<file path="src/rtl/sbil_defines.vh">
/*
 * Constants for the strap boot image loader: reset timing, serial clock
 * ratios, image markers, CRC settings, source encodings.
 * Assumes a 125 MHz system clock and inclusion by bare name.
 */
`ifndef SBIL_DEFINES_VH
`define SBIL_DEFINES_VH

`define SBIL_CLK_PERIOD_NS 8
`define SBIL_RST_MIN_NS 15000
`define SBIL_RST_CYCLES ((`SBIL_RST_MIN_NS + `SBIL_CLK_PERIOD_NS - 1) / `SBIL_CLK_PERIOD_NS)

// Serial clock as a division of the core clock (15.625 MHz and 781.25 kHz of 125 MHz)
`define SBIL_QSPI_RATIO 8
`define SBIL_SPI_RATIO 160

`define SBIL_SECURE_BIT 5
`define SBIL_READ_CMD 8'h03
`define SBIL_NO_CRC 32'h0d15ab1e
`define SBIL_CRC_POLY 32'hedb88320
`define SBIL_CRC_INIT 32'hffffffff
`define SBIL_NULL_CHAN 32'h0000ff02

// One-hot boot source codes
`define SBIL_SRC_QSPI 5'h01
`define SBIL_SRC_SPIM 5'h02
`define SBIL_SRC_SPIS 5'h04
`define SBIL_SRC_CHAN 5'h08
`define SBIL_SRC_OTP 5'h10

// Link enable masks, bit n = link n
`define SBIL_LINKS_ZERO 8'h01
`define SBIL_LINKS_UPPER 8'hf0
`define SBIL_LINKS_MIXED 8'h66
`define SBIL_LINKS_LOWER 8'h0f

`endif

</file>
<file path="src/rtl/sbil_loader.v">
/*
 * Boot sequencer and image loader for tile 0, plus boot source decode for
 * both tiles. Holds reset, times the internal reset, latches straps, runs a
 * serial flash master, SPI slave, link or OTP byte source, parses the image,
 * writes RAM and checks the CRC.
 * Assumes all inputs are synchronous to clk_i and that RAM takes one write
 * per cycle; link and OTP byte transport live outside this block.
 */
`include "sbil_defines.vh"
`default_nettype none

// Function
// [RULE1] Hold reset and pull-downs while chip reset low
// [RULE2] Internal reset delay before boot starts
// [RULE3] Secure bit forces boot from OTP
// [RULE4] Strap high bit zero: no links, tile0 by code
// [RULE5] Strap high bit one: channel boot, links by code
// [RULE6] Image is length, program words, CRC word
// [RULE7] Magic trailing word skips CRC check
// [RULE8] Length and CRC assembled low byte first
// [RULE9] Load from lowest RAM address, run there
// [RULE10] CRC covers length and program bytes only
// [RULE11] Reflected CRC, preset all ones, result inverted
// [RULE12] Quad flash master: read at zero, low nibble first
// [RULE13] Single flash master: read at zero, LSB first
// [RULE14] SPI slave modes 0/0 and 1/1, LSB first
// [RULE15] Link: ack channel, image, end token, reply
// [RULE16] Straps sampled once, held until chip reset
module sbil_loader #(
   parameter ADDR_W = 17
) (
   input wire clk_i,
   input wire rstn_i,
   input wire boot_strap_bit0_i,
   input wire boot_strap_bit1_i,
   input wire boot_strap_bit2_i,
   input wire [15:0] sec0_reg_i,
   input wire [15:0] sec1_reg_i,
   input wire [3:0] dq_i,
   input wire slv_sclk_i,
   input wire slv_ss_n_i,
   input wire link_rx_vld_i,
   input wire [7:0] link_rx_byte_i,
   input wire link_rx_end_i,
   input wire [7:0] otp_byte_i,
   output reg pulldown_en_o,
   output reg core_rst_n_o,
   output reg [4:0] tile0_src_o,
   output reg [4:0] tile1_src_o,
   output reg [7:0] link_en_o,
   output reg link_5w_o,
   output reg spi_sclk_o,
   output reg spi_ss_n_o,
   output reg [3:0] dq_o,
   output reg [3:0] dq_oe_o,
   output reg link_tx_end_o,
   output reg [31:0] link_tx_chan_o,
   output reg otp_rd_o,
   output reg [ADDR_W-1:0] otp_addr_o,
   output reg ram_we_o,
   output reg [ADDR_W-1:0] ram_addr_o,
   output reg [31:0] ram_wdata_o,
   output reg run_o,
   output reg [ADDR_W-1:0] run_addr_o,
   output reg fail_o
);

   localparam [7:0] S_IRST = 8'h01;
   localparam [7:0] S_ACK = 8'h02;
   localparam [7:0] S_LEN = 8'h04;
   localparam [7:0] S_PROG = 8'h08;
   localparam [7:0] S_CRC = 8'h10;
   localparam [7:0] S_END = 8'h20;
   localparam [7:0] S_RUN = 8'h40;
   localparam [7:0] S_FAIL = 8'h80;
   localparam integer RST_INT = `SBIL_RST_CYCLES;
   localparam integer QHALF_INT = `SBIL_QSPI_RATIO / 2;
   localparam integer SHALF_INT = `SBIL_SPI_RATIO / 2;
   localparam [11:0] RST_CNT = RST_INT[11:0];
   localparam [7:0] QHALF = QHALF_INT[7:0];
   localparam [7:0] SHALF = SHALF_INT[7:0];

   // ---------------------------------------------------------------
   // CRC byte step
   // ---------------------------------------------------------------
   function [31:0] crc_byte;
      input [31:0] c;
      input [7:0] d;
      integer i;
      reg [31:0] r;
      begin
         r = c ^ {24'h000000, d};
         for (i = 0; i < 8; i = i + 1) begin
            r = r[0] ? ((r >> 1) ^ `SBIL_CRC_POLY) : (r >> 1); // RULE11
         end
         crc_byte = r;
      end
   endfunction

   reg [7:0] state;
   reg [11:0] rst_cnt;
   reg [31:0] word;
   reg [1:0] bcnt;
   reg [31:0] remain;
   reg [31:0] crc;
   reg [ADDR_W-1:0] waddr;

   // Serial engine state
   reg [7:0] div_cnt;
   reg [31:0] cmd_sh;
   reg [5:0] cmd_cnt;
   reg [7:0] rx_sh;
   reg [2:0] rx_cnt;
   reg sclk_d;
   reg otp_pend;

   wire loading = state[1] | state[2] | state[3] | state[4];
   wire [7:0] half = tile0_src_o[0] ? QHALF : SHALF;
   wire master = tile0_src_o[0] | tile0_src_o[1];
   wire edge_now = master & loading & (div_cnt == half - 8'h01);
   wire rise = edge_now & ~spi_sclk_o;
   wire fall = edge_now & spi_sclk_o;
   wire slv_rise = tile0_src_o[2] & ~slv_ss_n_i & slv_sclk_i & ~sclk_d;
   wire [2:0] rx_step = tile0_src_o[0] ? 3'h4 : 3'h1;
   wire [7:0] rx_next = tile0_src_o[0] ? {dq_i, rx_sh[7:4]} : {dq_i[1], rx_sh[7:1]};
   wire [7:0] slv_next = {dq_i[0], rx_sh[7:1]};

   // ---------------------------------------------------------------
   // Byte source mux
   // ---------------------------------------------------------------
   reg byte_vld;
   reg [7:0] byte_dat;
   always @* begin
      byte_vld = 1'b0;
      byte_dat = 8'h00;
      case (tile0_src_o)
         `SBIL_SRC_QSPI, `SBIL_SRC_SPIM: begin
            byte_vld = rise && (cmd_cnt == 6'd32) && (rx_cnt + rx_step == 3'h0); // RULE12 RULE13
            byte_dat = rx_next;
         end
         `SBIL_SRC_SPIS: begin
            byte_vld = slv_rise && (rx_cnt == 3'h7); // RULE14
            byte_dat = slv_next;
         end
         `SBIL_SRC_CHAN: begin
            byte_vld = link_rx_vld_i;
            byte_dat = link_rx_byte_i;
         end
         `SBIL_SRC_OTP: begin
            byte_vld = otp_pend;
            byte_dat = otp_byte_i;
         end
         default: begin
            byte_vld = 1'b0;
         end
      endcase
   end

   wire [31:0] word_next = {byte_dat, word[31:8]}; // RULE8
   wire word_done = byte_vld && (bcnt == 2'h3);

   // ---------------------------------------------------------------
   // Reset, strap decode and image parser
   // ---------------------------------------------------------------
   always @(posedge clk_i or negedge rstn_i) begin
      if (!rstn_i) begin
         state <= S_IRST;
         rst_cnt <= 12'h000;
         pulldown_en_o <= 1'b1; // RULE1
         core_rst_n_o <= 1'b0; // RULE1
         tile0_src_o <= 5'h00;
         tile1_src_o <= 5'h00;
         link_en_o <= 8'h00;
         link_5w_o <= 1'b0;
         word <= 32'h00000000;
         bcnt <= 2'h0;
         remain <= 32'h00000000;
         crc <= `SBIL_CRC_INIT;
         waddr <= {ADDR_W{1'b0}};
         ram_we_o <= 1'b0;
         ram_addr_o <= {ADDR_W{1'b0}};
         ram_wdata_o <= 32'h00000000;
         link_tx_end_o <= 1'b0;
         link_tx_chan_o <= 32'h00000000;
         run_o <= 1'b0;
         run_addr_o <= {ADDR_W{1'b0}};
         fail_o <= 1'b0;
      end else begin
         ram_we_o <= 1'b0;
         link_tx_end_o <= 1'b0;
         pulldown_en_o <= 1'b0;
         if (byte_vld && loading) begin
            word <= word_next;
            bcnt <= bcnt + 2'h1;
         end
         case (state)
            S_IRST: begin
               rst_cnt <= rst_cnt + 12'h001; // RULE2
               if (rst_cnt == RST_CNT - 12'h001) begin
                  // Straps latched here only; later pin changes are ignored
                  state <= S_LEN; // RULE16
                  link_5w_o <= boot_strap_bit2_i & (boot_strap_bit1_i | boot_strap_bit0_i);
                  tile1_src_o <= sec1_reg_i[`SBIL_SECURE_BIT] ? `SBIL_SRC_OTP :
                     ({boot_strap_bit2_i, boot_strap_bit1_i, boot_strap_bit0_i} == 3'h3) ?
                     `SBIL_SRC_SPIS : `SBIL_SRC_CHAN; // RULE3 RULE4
                  if (!boot_strap_bit2_i) begin
                     link_en_o <= 8'h00; // RULE4
                     case ({boot_strap_bit1_i, boot_strap_bit0_i})
                        2'h0: tile0_src_o <= `SBIL_SRC_QSPI;
                        2'h1: tile0_src_o <= `SBIL_SRC_SPIM;
                        default: tile0_src_o <= `SBIL_SRC_SPIS;
                     endcase
                  end else begin
                     tile0_src_o <= `SBIL_SRC_CHAN; // RULE5
                     state <= S_ACK;
                     case ({boot_strap_bit1_i, boot_strap_bit0_i})
                        2'h0: link_en_o <= `SBIL_LINKS_ZERO;
                        2'h1: link_en_o <= `SBIL_LINKS_UPPER;
                        2'h2: link_en_o <= `SBIL_LINKS_MIXED;
                        default: link_en_o <= `SBIL_LINKS_LOWER;
                     endcase
                  end
                  if (sec0_reg_i[`SBIL_SECURE_BIT]) begin
                     tile0_src_o <= `SBIL_SRC_OTP; // RULE3
                     state <= S_LEN;
                  end
               end
            end
            S_ACK: if (word_done) begin
               link_tx_chan_o <= word_next; // RULE15
               state <= S_LEN;
            end
            S_LEN: if (byte_vld) begin
               crc <= crc_byte(crc, byte_dat); // RULE10
               if (word_done) begin
                  remain <= word_next; // RULE6
                  state <= (word_next == 32'h00000000) ? S_CRC : S_PROG;
               end
            end
            S_PROG: if (byte_vld) begin
               crc <= crc_byte(crc, byte_dat); // RULE10
               if (word_done) begin
                  ram_we_o <= 1'b1;
                  ram_addr_o <= waddr; // RULE9
                  ram_wdata_o <= word_next;
                  waddr <= waddr + {{(ADDR_W-1){1'b0}}, 1'b1};
                  remain <= remain - 32'h00000001;
                  if (remain == 32'h00000001) begin
                     state <= S_CRC; // RULE6
                  end
               end
            end
            S_CRC: if (word_done) begin
               if (word_next == `SBIL_NO_CRC || word_next == ~crc) begin // RULE7 RULE11
                  state <= tile0_src_o[3] ? S_END : S_RUN;
               end else begin
                  state <= S_FAIL;
               end
            end
            S_END: if (link_rx_end_i) begin
               link_tx_end_o <= (link_tx_chan_o != `SBIL_NULL_CHAN); // RULE15
               state <= S_RUN;
            end
            S_RUN: begin
               core_rst_n_o <= 1'b1;
               run_o <= 1'b1;
               run_addr_o <= {ADDR_W{1'b0}}; // RULE9
            end
            S_FAIL: fail_o <= 1'b1;
            default: state <= S_FAIL;
         endcase
      end
   end

   // ---------------------------------------------------------------
   // Flash master, SPI slave shifter and OTP reader
   // ---------------------------------------------------------------
   always @(posedge clk_i or negedge rstn_i) begin
      if (!rstn_i) begin
         div_cnt <= 8'h00;
         spi_sclk_o <= 1'b0;
         spi_ss_n_o <= 1'b1;
         dq_o <= 4'h0;
         dq_oe_o <= 4'h0;
         cmd_sh <= {`SBIL_READ_CMD, 24'h000000};
         cmd_cnt <= 6'd0;
         rx_sh <= 8'h00;
         rx_cnt <= 3'h0;
         // High after reset so an idle-high host clock gives no false edge
         sclk_d <= 1'b1;
         otp_pend <= 1'b0;
         otp_rd_o <= 1'b0;
         otp_addr_o <= {ADDR_W{1'b0}};
      end else begin
         sclk_d <= slv_sclk_i;
         if (master && loading) begin
            // Command goes out MSB first on one line, mode 0: shift on fall
            spi_ss_n_o <= 1'b0;
            dq_oe_o <= (cmd_cnt == 6'd32) ? 4'h0 : 4'h1;
            dq_o <= {3'h0, cmd_sh[31]}; // RULE12 RULE13
            div_cnt <= edge_now ? 8'h00 : div_cnt + 8'h01;
            if (edge_now) begin
               spi_sclk_o <= ~spi_sclk_o;
            end
            if (fall && cmd_cnt != 6'd32) begin
               cmd_sh <= {cmd_sh[30:0], 1'b0};
            end
            if (rise) begin
               if (cmd_cnt != 6'd32) begin
                  cmd_cnt <= cmd_cnt + 6'd1;
               end else begin
                  rx_sh <= rx_next;
                  rx_cnt <= rx_cnt + rx_step;
               end
            end
         end else begin
            spi_ss_n_o <= 1'b1;
            spi_sclk_o <= 1'b0;
            dq_oe_o <= 4'h0;
            div_cnt <= 8'h00;
         end
         if (tile0_src_o[2]) begin
            // Slave framing restarts whenever select is released
            if (slv_ss_n_i) begin
               rx_cnt <= 3'h0;
            end else if (slv_rise) begin
               rx_sh <= slv_next; // RULE14
               rx_cnt <= rx_cnt + 3'h1;
            end
         end
         // OTP read: one request, data back on the next cycle
         otp_pend <= otp_rd_o;
         otp_rd_o <= tile0_src_o[4] && loading && !otp_rd_o && !otp_pend; // RULE3
         if (otp_rd_o) begin
            otp_addr_o <= otp_addr_o + {{(ADDR_W-1){1'b0}}, 1'b1};
         end
      end
   end

endmodule // sbil_loader

`default_nettype wire

</file>
<file path="config.mk">
export PLATFORM = sky130hd
export DESIGN_NAME = sbil_loader
export DESIGN_NICKNAME = d
export VERILOG_FILES = /design/src/rtl/sbil_loader.v
export VERILOG_INCLUDE_DIRS = /design/src /design/src/rtl
export SDC_FILE = /design/constraint.sdc
export NUM_CORES = 1
export LEC_CHECK = 0
export ABC_AREA = 1
export BUFFER_PORTS_ARGS = -buffer_cell sky130_fd_sc_hd__buf_2
export CAP_MARGIN = 25
export CORE_MARGIN = 2
export CORE_UTILIZATION = 25
export CTS_BUF_LIST = sky130_fd_sc_hd__clkbuf_4 sky130_fd_sc_hd__clkbuf_8
export CTS_CLUSTER_SIZE = 25
export DETAILED_ROUTE_END_ITERATION = 10
export PLACE_DENSITY = 0.5
export SYNTH_ARGS = -nofsm -noshare
export SYNTH_HDL_FRONTEND = slang
export SYNTH_SLANG_ARGS = --single-unit
</file>
<file path="constraint.sdc">
create_clock -name clk_i -period 2.8 [get_ports clk_i]
set_input_delay 0.28 -clock clk_i [delete_from_list [all_inputs] [get_ports clk_i]]
set_output_delay 0.28 -clock clk_i [all_outputs]
set_load 0.01 [all_outputs]
</file>
# After elaboration in Yosys (flattened, before gate mapping)
# Index checks and enable logic that the tools add are counted.
totals:
  wordCells: 197
  in_bits: 61
  register_bits: 300
classes:
  n_bitwise: 27
  n_eq_ne: 36
  mux: 64
  add_sub_neg: 10
  n_reduce_logical: 28
op_table:
  columns: ["op", "count"]
  rows:
  - ["$mux 32", 12]
  - ["$mux 8", 21]
  - ["$not 13->14", 8]
  - ["$pmux 32 s2", 1]
  - ["$pmux 8 s7", 1]
  - ["$add 17x1->17 const B", 2]
  - ["$eq 32x1->1 const B", 1]
  - ["$eq 32x28->1 const B", 1]
  - ["$eq 32x32->1", 1]
  - ["$logic_not 32->1", 1]
  - ["$ne 32x16->1 const B", 1]
  - ["$not 32->32", 1]
  - ["$pmux 8 s4", 1]
  - ["$sub 32x1->32 const B", 1]
  - ["$xor 32x8->32", 1]
  - ["$mux 3", 8]
  - ["$pmux 8 s3", 1]
  - ["$mux 5", 4]
  - ["$ne 2x2->1 const B", 10]
  - ["$mux 7", 2]
  - ["$add 12x1->12 const B", 1]
  - ["$eq 12x11->1 const B", 1]
  - ["$logic_and 1x1->1", 10]
  - ["$mux 1", 10]
  - ["other kinds (42)", 64]

# Depth between registers and ports, before layout
logic_depth:
  depth_word: 20
  depth_mapped: 18
  ltp_nobuf: 17

# Least setup slack after synthesis
# No wires, ideal clock.
synth_timing:
  path_type: "reg2reg"
  startpoint: "reg tile0_src_o[0]"
  endpoint: "reg ram_addr_o[10]"
  setup_ns: 0.130
  stages_incl_launch_ff: 17
  arrival_ns: 2.192
  n_path_buf: 3
  setup_slack_ns: 0.477
  cell_sequence: "dfrtp_1 -> buf_4 -> inv_2 -> ha_1 -> ha_1 -> nor2_1 -> nand3_1 -> nor2_1 -> nand3_1 -> nand3_2 -> nand2_2 -> nor2_2 -> inv_2 -> buf_6 -> buf_2 -> nand2_1 -> o21ai_1"
synth_between:
  elab_chain_cells: 10
  word_cells_on_any_way: 21
  cone_classes: "add/sub: 2; eq/ne: 6; mux: 3; bitwise: 4; reduce/logical: 6"
synth_lines:
  columns: ["element", "line_no", "source"]
  rows:
  - ["start: declaration", "sbil_loader.v:48", "output reg [4:0] tile0_src_o,"]
  - ["start signal: assignment", "sbil_loader.v:209", "2'h0: tile0_src_o <= `SBIL_SRC_QSPI;"]
  - ["start signal: assignment", "sbil_loader.v:210", "2'h1: tile0_src_o <= `SBIL_SRC_SPIM;"]
  - ["start signal: assignment", "sbil_loader.v:211", "default: tile0_src_o <= `SBIL_SRC_SPIS;"]
  - ["$mux 7", "sbil_loader.v:118", "wire [7:0] half = tile0_src_o[0] ? QHALF : SHALF;"]
  - ["$sub 7x1->8", "sbil_loader.v:120", "wire edge_now = master & loading & (div_cnt == half - 8'h01);"]
  - ["$eq 8x8->1", "sbil_loader.v:120", null]
  - ["$and 1x1->1", "sbil_loader.v:120", null]
  - ["$and 1x1->1", "sbil_loader.v:121", "wire rise = edge_now & ~spi_sclk_o;"]
  - ["$logic_and 1x1->1 (2 in series)", "sbil_loader.v:138", "byte_vld = rise && (cmd_cnt == 6'd32) && (rx_cnt + rx_step == 3'h0);"]
  - ["$pmux 1 s4 *", "sbil_loader.v:136", "case (tile0_src_o)"]
  - ["$logic_and 1x1->1", "sbil_loader.v:160", "wire word_done = byte_vld && (bcnt == 2'h3);"]
  - ["$reduce_and 3->1 (no source line) *", null, null]
  - ["end signal: assignment", "sbil_loader.v:181", "ram_addr_o <= {ADDR_W{1'b0}};"]
  - ["end signal: assignment", "sbil_loader.v:244", "ram_addr_o <= waddr;"]
  - ["end: declaration", "sbil_loader.v:61", "output reg [ADDR_W-1:0] ram_addr_o,"]
# Every way passes the cells marked *; elsewhere a longest branch is shown, timed or not.
# A chain may end at the register's enable or synchronous reset.

# Worst setup path in the final report
layout_timing:
  startpoint: "reg tile0_src_o[1]"
  endpoint: "reg crc[16]"
layout_between:
  elab_chain_cells: 15
  word_cells_on_any_way: 27
  cone_classes: "eq/ne: 5; mux: 10; bitwise: 8; reduce/logical: 4"
layout_lines:
  columns: ["element", "line_no", "source"]
  rows:
  - ["$eq 5x1->1 / $eq 5x2->1 (equally long branches)", "sbil_loader.v:136", null]
  - ["$reduce_or 2->1", "sbil_loader.v:136", null]
  - ["$pmux 8 s4", "sbil_loader.v:136", null]
  - ["$xor 32x8->32", "sbil_loader.v:92", "r = c ^ {24'h000000, d};"]
  - ["$mux 32 (2 in series)", "sbil_loader.v:94", "r = r[0] ? ((r >> 1) ^ `SBIL_CRC_POLY) : (r >> 1);"]
  - ["$not 13->14 (no source line)", null, null]
  - ["$mux 32", "sbil_loader.v:94", null]
  - ["$not 13->14 (no source line)", null, null]
  - ["$mux 32", "sbil_loader.v:94", null]
  - ["$not 13->14 (no source line)", null, null]
  - ["$mux 32 (4 in series)", "sbil_loader.v:94", null]
  - ["end signal: assignment", "sbil_loader.v:178", "crc <= `SBIL_CRC_INIT;"]
  - ["end signal: assignment", "sbil_loader.v:234", "crc <= crc_byte(crc, byte_dat);"]
  - ["end signal: assignment", "sbil_loader.v:241", "crc <= crc_byte(crc, byte_dat);"]
  - ["end: declaration", "sbil_loader.v:105", "reg [31:0] crc;"]
# Parallel ways exist; a longest one is shown, timed or not.

==> metrics <==
Num Clock Sinks 283; worst min path class in -> reg; drt first-iter violations 1152; Seq/Total Area, Yosys a little under half; final core occ 30.2%; WL final 44500 um; Remaining DRCs 0; CTS H-tree lvls 2; final std cells w/o fill ~2900; nets@finish between 2000 and 2500; worst setup path category reg -> reg; routability cong. about 0.84; Mapped Area ~15000 um^2; core box area 60400 um^2; via count approximately 13000; std cell rows 90; CP startpoint tile0_src_o[1]; Post-Synth Adder-Cell Area under 10%; Longest Clk Path Bufs 3; Detail Placement HPWL 32600 um; Seq pwr share 48.6%; drt via density around 4.6; share of total power in the clock network roughly 50%; RSZ-0062 raised after global routing no; R2R Setup Slk 190 ps; simple-gate share of the synthesized area about a quarter; synth unique cells between 50 and 60; Routed Antenna Nets 0; synth warn 0; Tot GR Track Use 13.9%; P_leak about 0.0089 uW; Die ar. approximately 63000 um^2; filler cell count in the final layout between 6000 and 7000; multi-input logic area just over 7000 um^2; Final Skew approximately 31 ps; post-synthesis register bit count between 200 and 300; min-delay src slv_ss_n_i; total global routing overflow 0; Final Setup Violations 0; Worst Tran Pin Value between 600 and 700 ps; xor/xnor share of the synthesized area between 7 and 8%; share of cells above drive strength 1 about a fifth; Worst R2R Start tile0_src_o[1]; maxcap violations 0; Final Hold Viols 0; wire per inst approximately 15 um; switching share of power a little under a quarter; peak supply drop roughly 0.28 mV; combinational cell fraction of total power under 10%; first-pass GRT wire length approximately 70000 um; Clk pin slew, worst setup/hold paths 60 ps; crit path launch type register; reg2reg path depth 13; register area 7130 um^2; status finished clean; clock latency on the worst-skew pair roughly 620 ps; DRT Pass-1 Iters 7; TritonCTS clock tree yes; Power Density roughly 470 nW/um^2; number of synthesized flops with an enable pin 0; Inst Count DP between 2000 and 3000; ys flop type dfrtp_1; compound-cell area share of the yosys netlist 9.84%; post-layout min period 2610 ps; hold endpoint rx_cnt[0]; Peak Freq 0.384 GHz; Min-Delay Path Depth 4; initial antenna violation count 3; CP Capture Type register; crit share post-route 93.1%; Slew HR 59.4%; Internal 6530 uW; largest family of logic cells by synthesized area simple AND/OR/NAND/NOR gates; Initial Util 25.3%; Crit path required time ~3300 ps; asr flop ratio synth 100%; post-synthesis mux area share 0.0737%; CP arrival ~3100 ps; Die Width 251 um; syn avg cell area between 8 and 9 um^2; Root Buffer clkbuf_8; port buffer count roughly 160; Sw Pwr 2000 uW; Cells after Synth between 1500 and 2000; Final Slew Violations 0; reg2reg end crc[16]; cts bufs inserted 49; Synth-to-Final Area Change 19.3%; # IOs approximately 210; number of global-route vias before repair 12600; Max Fanout on Critical Path 8; Setup TNS 0 ps; largest net degree at the start of global routing 74; Vert. Die Dim about 250 um
-- worst max-delay path by stage --
stage | to | slack [ps] | cells after the start
after floorplan | ram_addr_o[10] | 480 | 16
after global placement | crc[24] | 160 | 13
after detailed placement | ram_wdata_o[19] | 110 | 12
after CTS | crc[26] | 120 | 16
after global routing | crc[16] | 20 | 14
final | crc[16] | 190 | 13
-- logic make-up after synthesis --
group	count (synthesis)
AOI/OAI and AO/OA	283
xor gates and xnor gates	120
adders and majority gates	20
buffers and inverters	275
DFF	283
muxes	1
other	1
and+or+nand+nor	905
-- power groups by stage --
stage / Sequential (uW) / Clock (uW) / Combinational [uW]
after floorplan: 4210 / 0 / 103
after global placement: 4210 / 0 / 222
after detailed placement: 4210 / 0 / 226
after CTS: 4140 / 4310 / 234
after global routing: 4140 / 4480 / 264
final: 4140 / 4160 / 226
-- cell usage after synthesis, types with 29 or more instances --
| master | instances | area share (%) |
|---|---|---|
| a21oi_1 | 29 | 0.95 |
| dfstp_2 | 38 | 6.5 |
| inv_1 | 174 | 4.3 |
| nand2_2 | 30 | 1.2 |
| o21ai_0 | 194 | 6.4 |
| dfrtp_1 | 245 | 40 |
| xor2_1 | 70 | 4.0 |
| xnor2_1 | 47 | 2.7 |
| nand4_1 | 57 | 2.3 |
| buf_4 | 33 | 1.6 |
| nor2_1 | 133 | 3.3 |
| nand3_1 | 95 | 3.1 |
| nand2_1 | 498 | 12 |
-- flip-flops by register name (all words and copies together), names as in the netlist, 6 cells and up --
name / flops
waddr: 17
otp_addr_o: 17
link_tx_chan_o: 32
cmd_sh: 8
crc: 32
remain: 32
ram_wdata_o: 32
ram_addr_o: 17
div_cnt: 8
cmd_cnt: 6
rst_cnt: 12
word: 24
rx_sh: 7
state: 8
-- layer usage --
metal,routed length [um],vias up,track usage [%]
met3,2850,70,2.57
li1,-,6478,-
met2,18900,380,20.8
met1,21800,6345,20.4
met5,0,-,0.386
met4,912,0,3.89
-- repair_timing --
action	CTS	global route
buffers inserted	0	3
hold endpoints to repair	67	0
hold buffers	7	0
gates resized for setup	0	5
setup endpoints to repair	0	80
-- worst max-delay path, stage by stage (launching register included) --
cell and delay, ps:
dfrtp_1 650, nor2_8 80, buf_4 180, nand4_1 80, nand2_1 170, nor2_4 340, nand2_1 110, nand2_2 200
nand2_2 90, nand2_4 140, xor2_1 200, nand2_1 70, nand3_1 130, o21ai_1 80
-- final cells by class --
class | count | share of cell area, %
multi-input combinational | 1356 | 38.6
tap | 782 | 5.37
sequential | 283 | 39.1
antenna | 1 | 0.0137
timing repair buffer | 208 | 7.07
clock buffer | 78 | 5.44
inverter | 189 | 3.92
clock inverter | 8 | 0.480
-- cell usage in the layout, fill, tap and decap left out, types with 5 or more instances in the layout --
| master | Yosys | layout |
|---|---|---|
| a21oi_1 | 29 | 29 |
| buf_12 | 0 | 7 |
| buf_2 | 22 | 155 |
| buf_4 | 33 | 37 |
| clkbuf_4 | 0 | 13 |
| clkbuf_8 | 0 | 65 |
| conb_1 | 1 | 26 |
| dfrtp_1 | 245 | 245 |
| dfstp_2 | 38 | 38 |
| dlygate4sd3_1 | 0 | 7 |
| ha_1 | 20 | 20 |
| inv_1 | 174 | 174 |
| inv_2 | 13 | 12 |
| nand2_1 | 498 | 496 |
| nand2_2 | 30 | 32 |
| nand2_4 | 5 | 5 |
| nand3_1 | 95 | 95 |
| nand4_1 | 57 | 57 |
| nor2_1 | 133 | 133 |
| nor2_2 | 6 | 5 |
| nor2_4 | 10 | 12 |
| nor3_1 | 28 | 28 |
| nor4_1 | 19 | 19 |
| o211ai_1 | 10 | 10 |
| o21ai_0 | 194 | 194 |
| o21ai_1 | 26 | 26 |
| o22ai_1 | 10 | 10 |
| or2_2 | 5 | 5 |
| xnor2_1 | 47 | 47 |
| xor2_1 | 70 | 70 |
-- through the flow --
step                      area, um^2  hold WS, ps  total power, uW  setup WS (ps)
after detailed placement       17000          310             4440            111
after global placement         17000          311             4430            156
after floorplan                15400        -15.6             4310            477
final                          18200         79.5             8530            193
after CTS                      18200         53.3             8690            118
after global routing           18200          108             8890           21.7
Power figures use the tool's default switching activity.
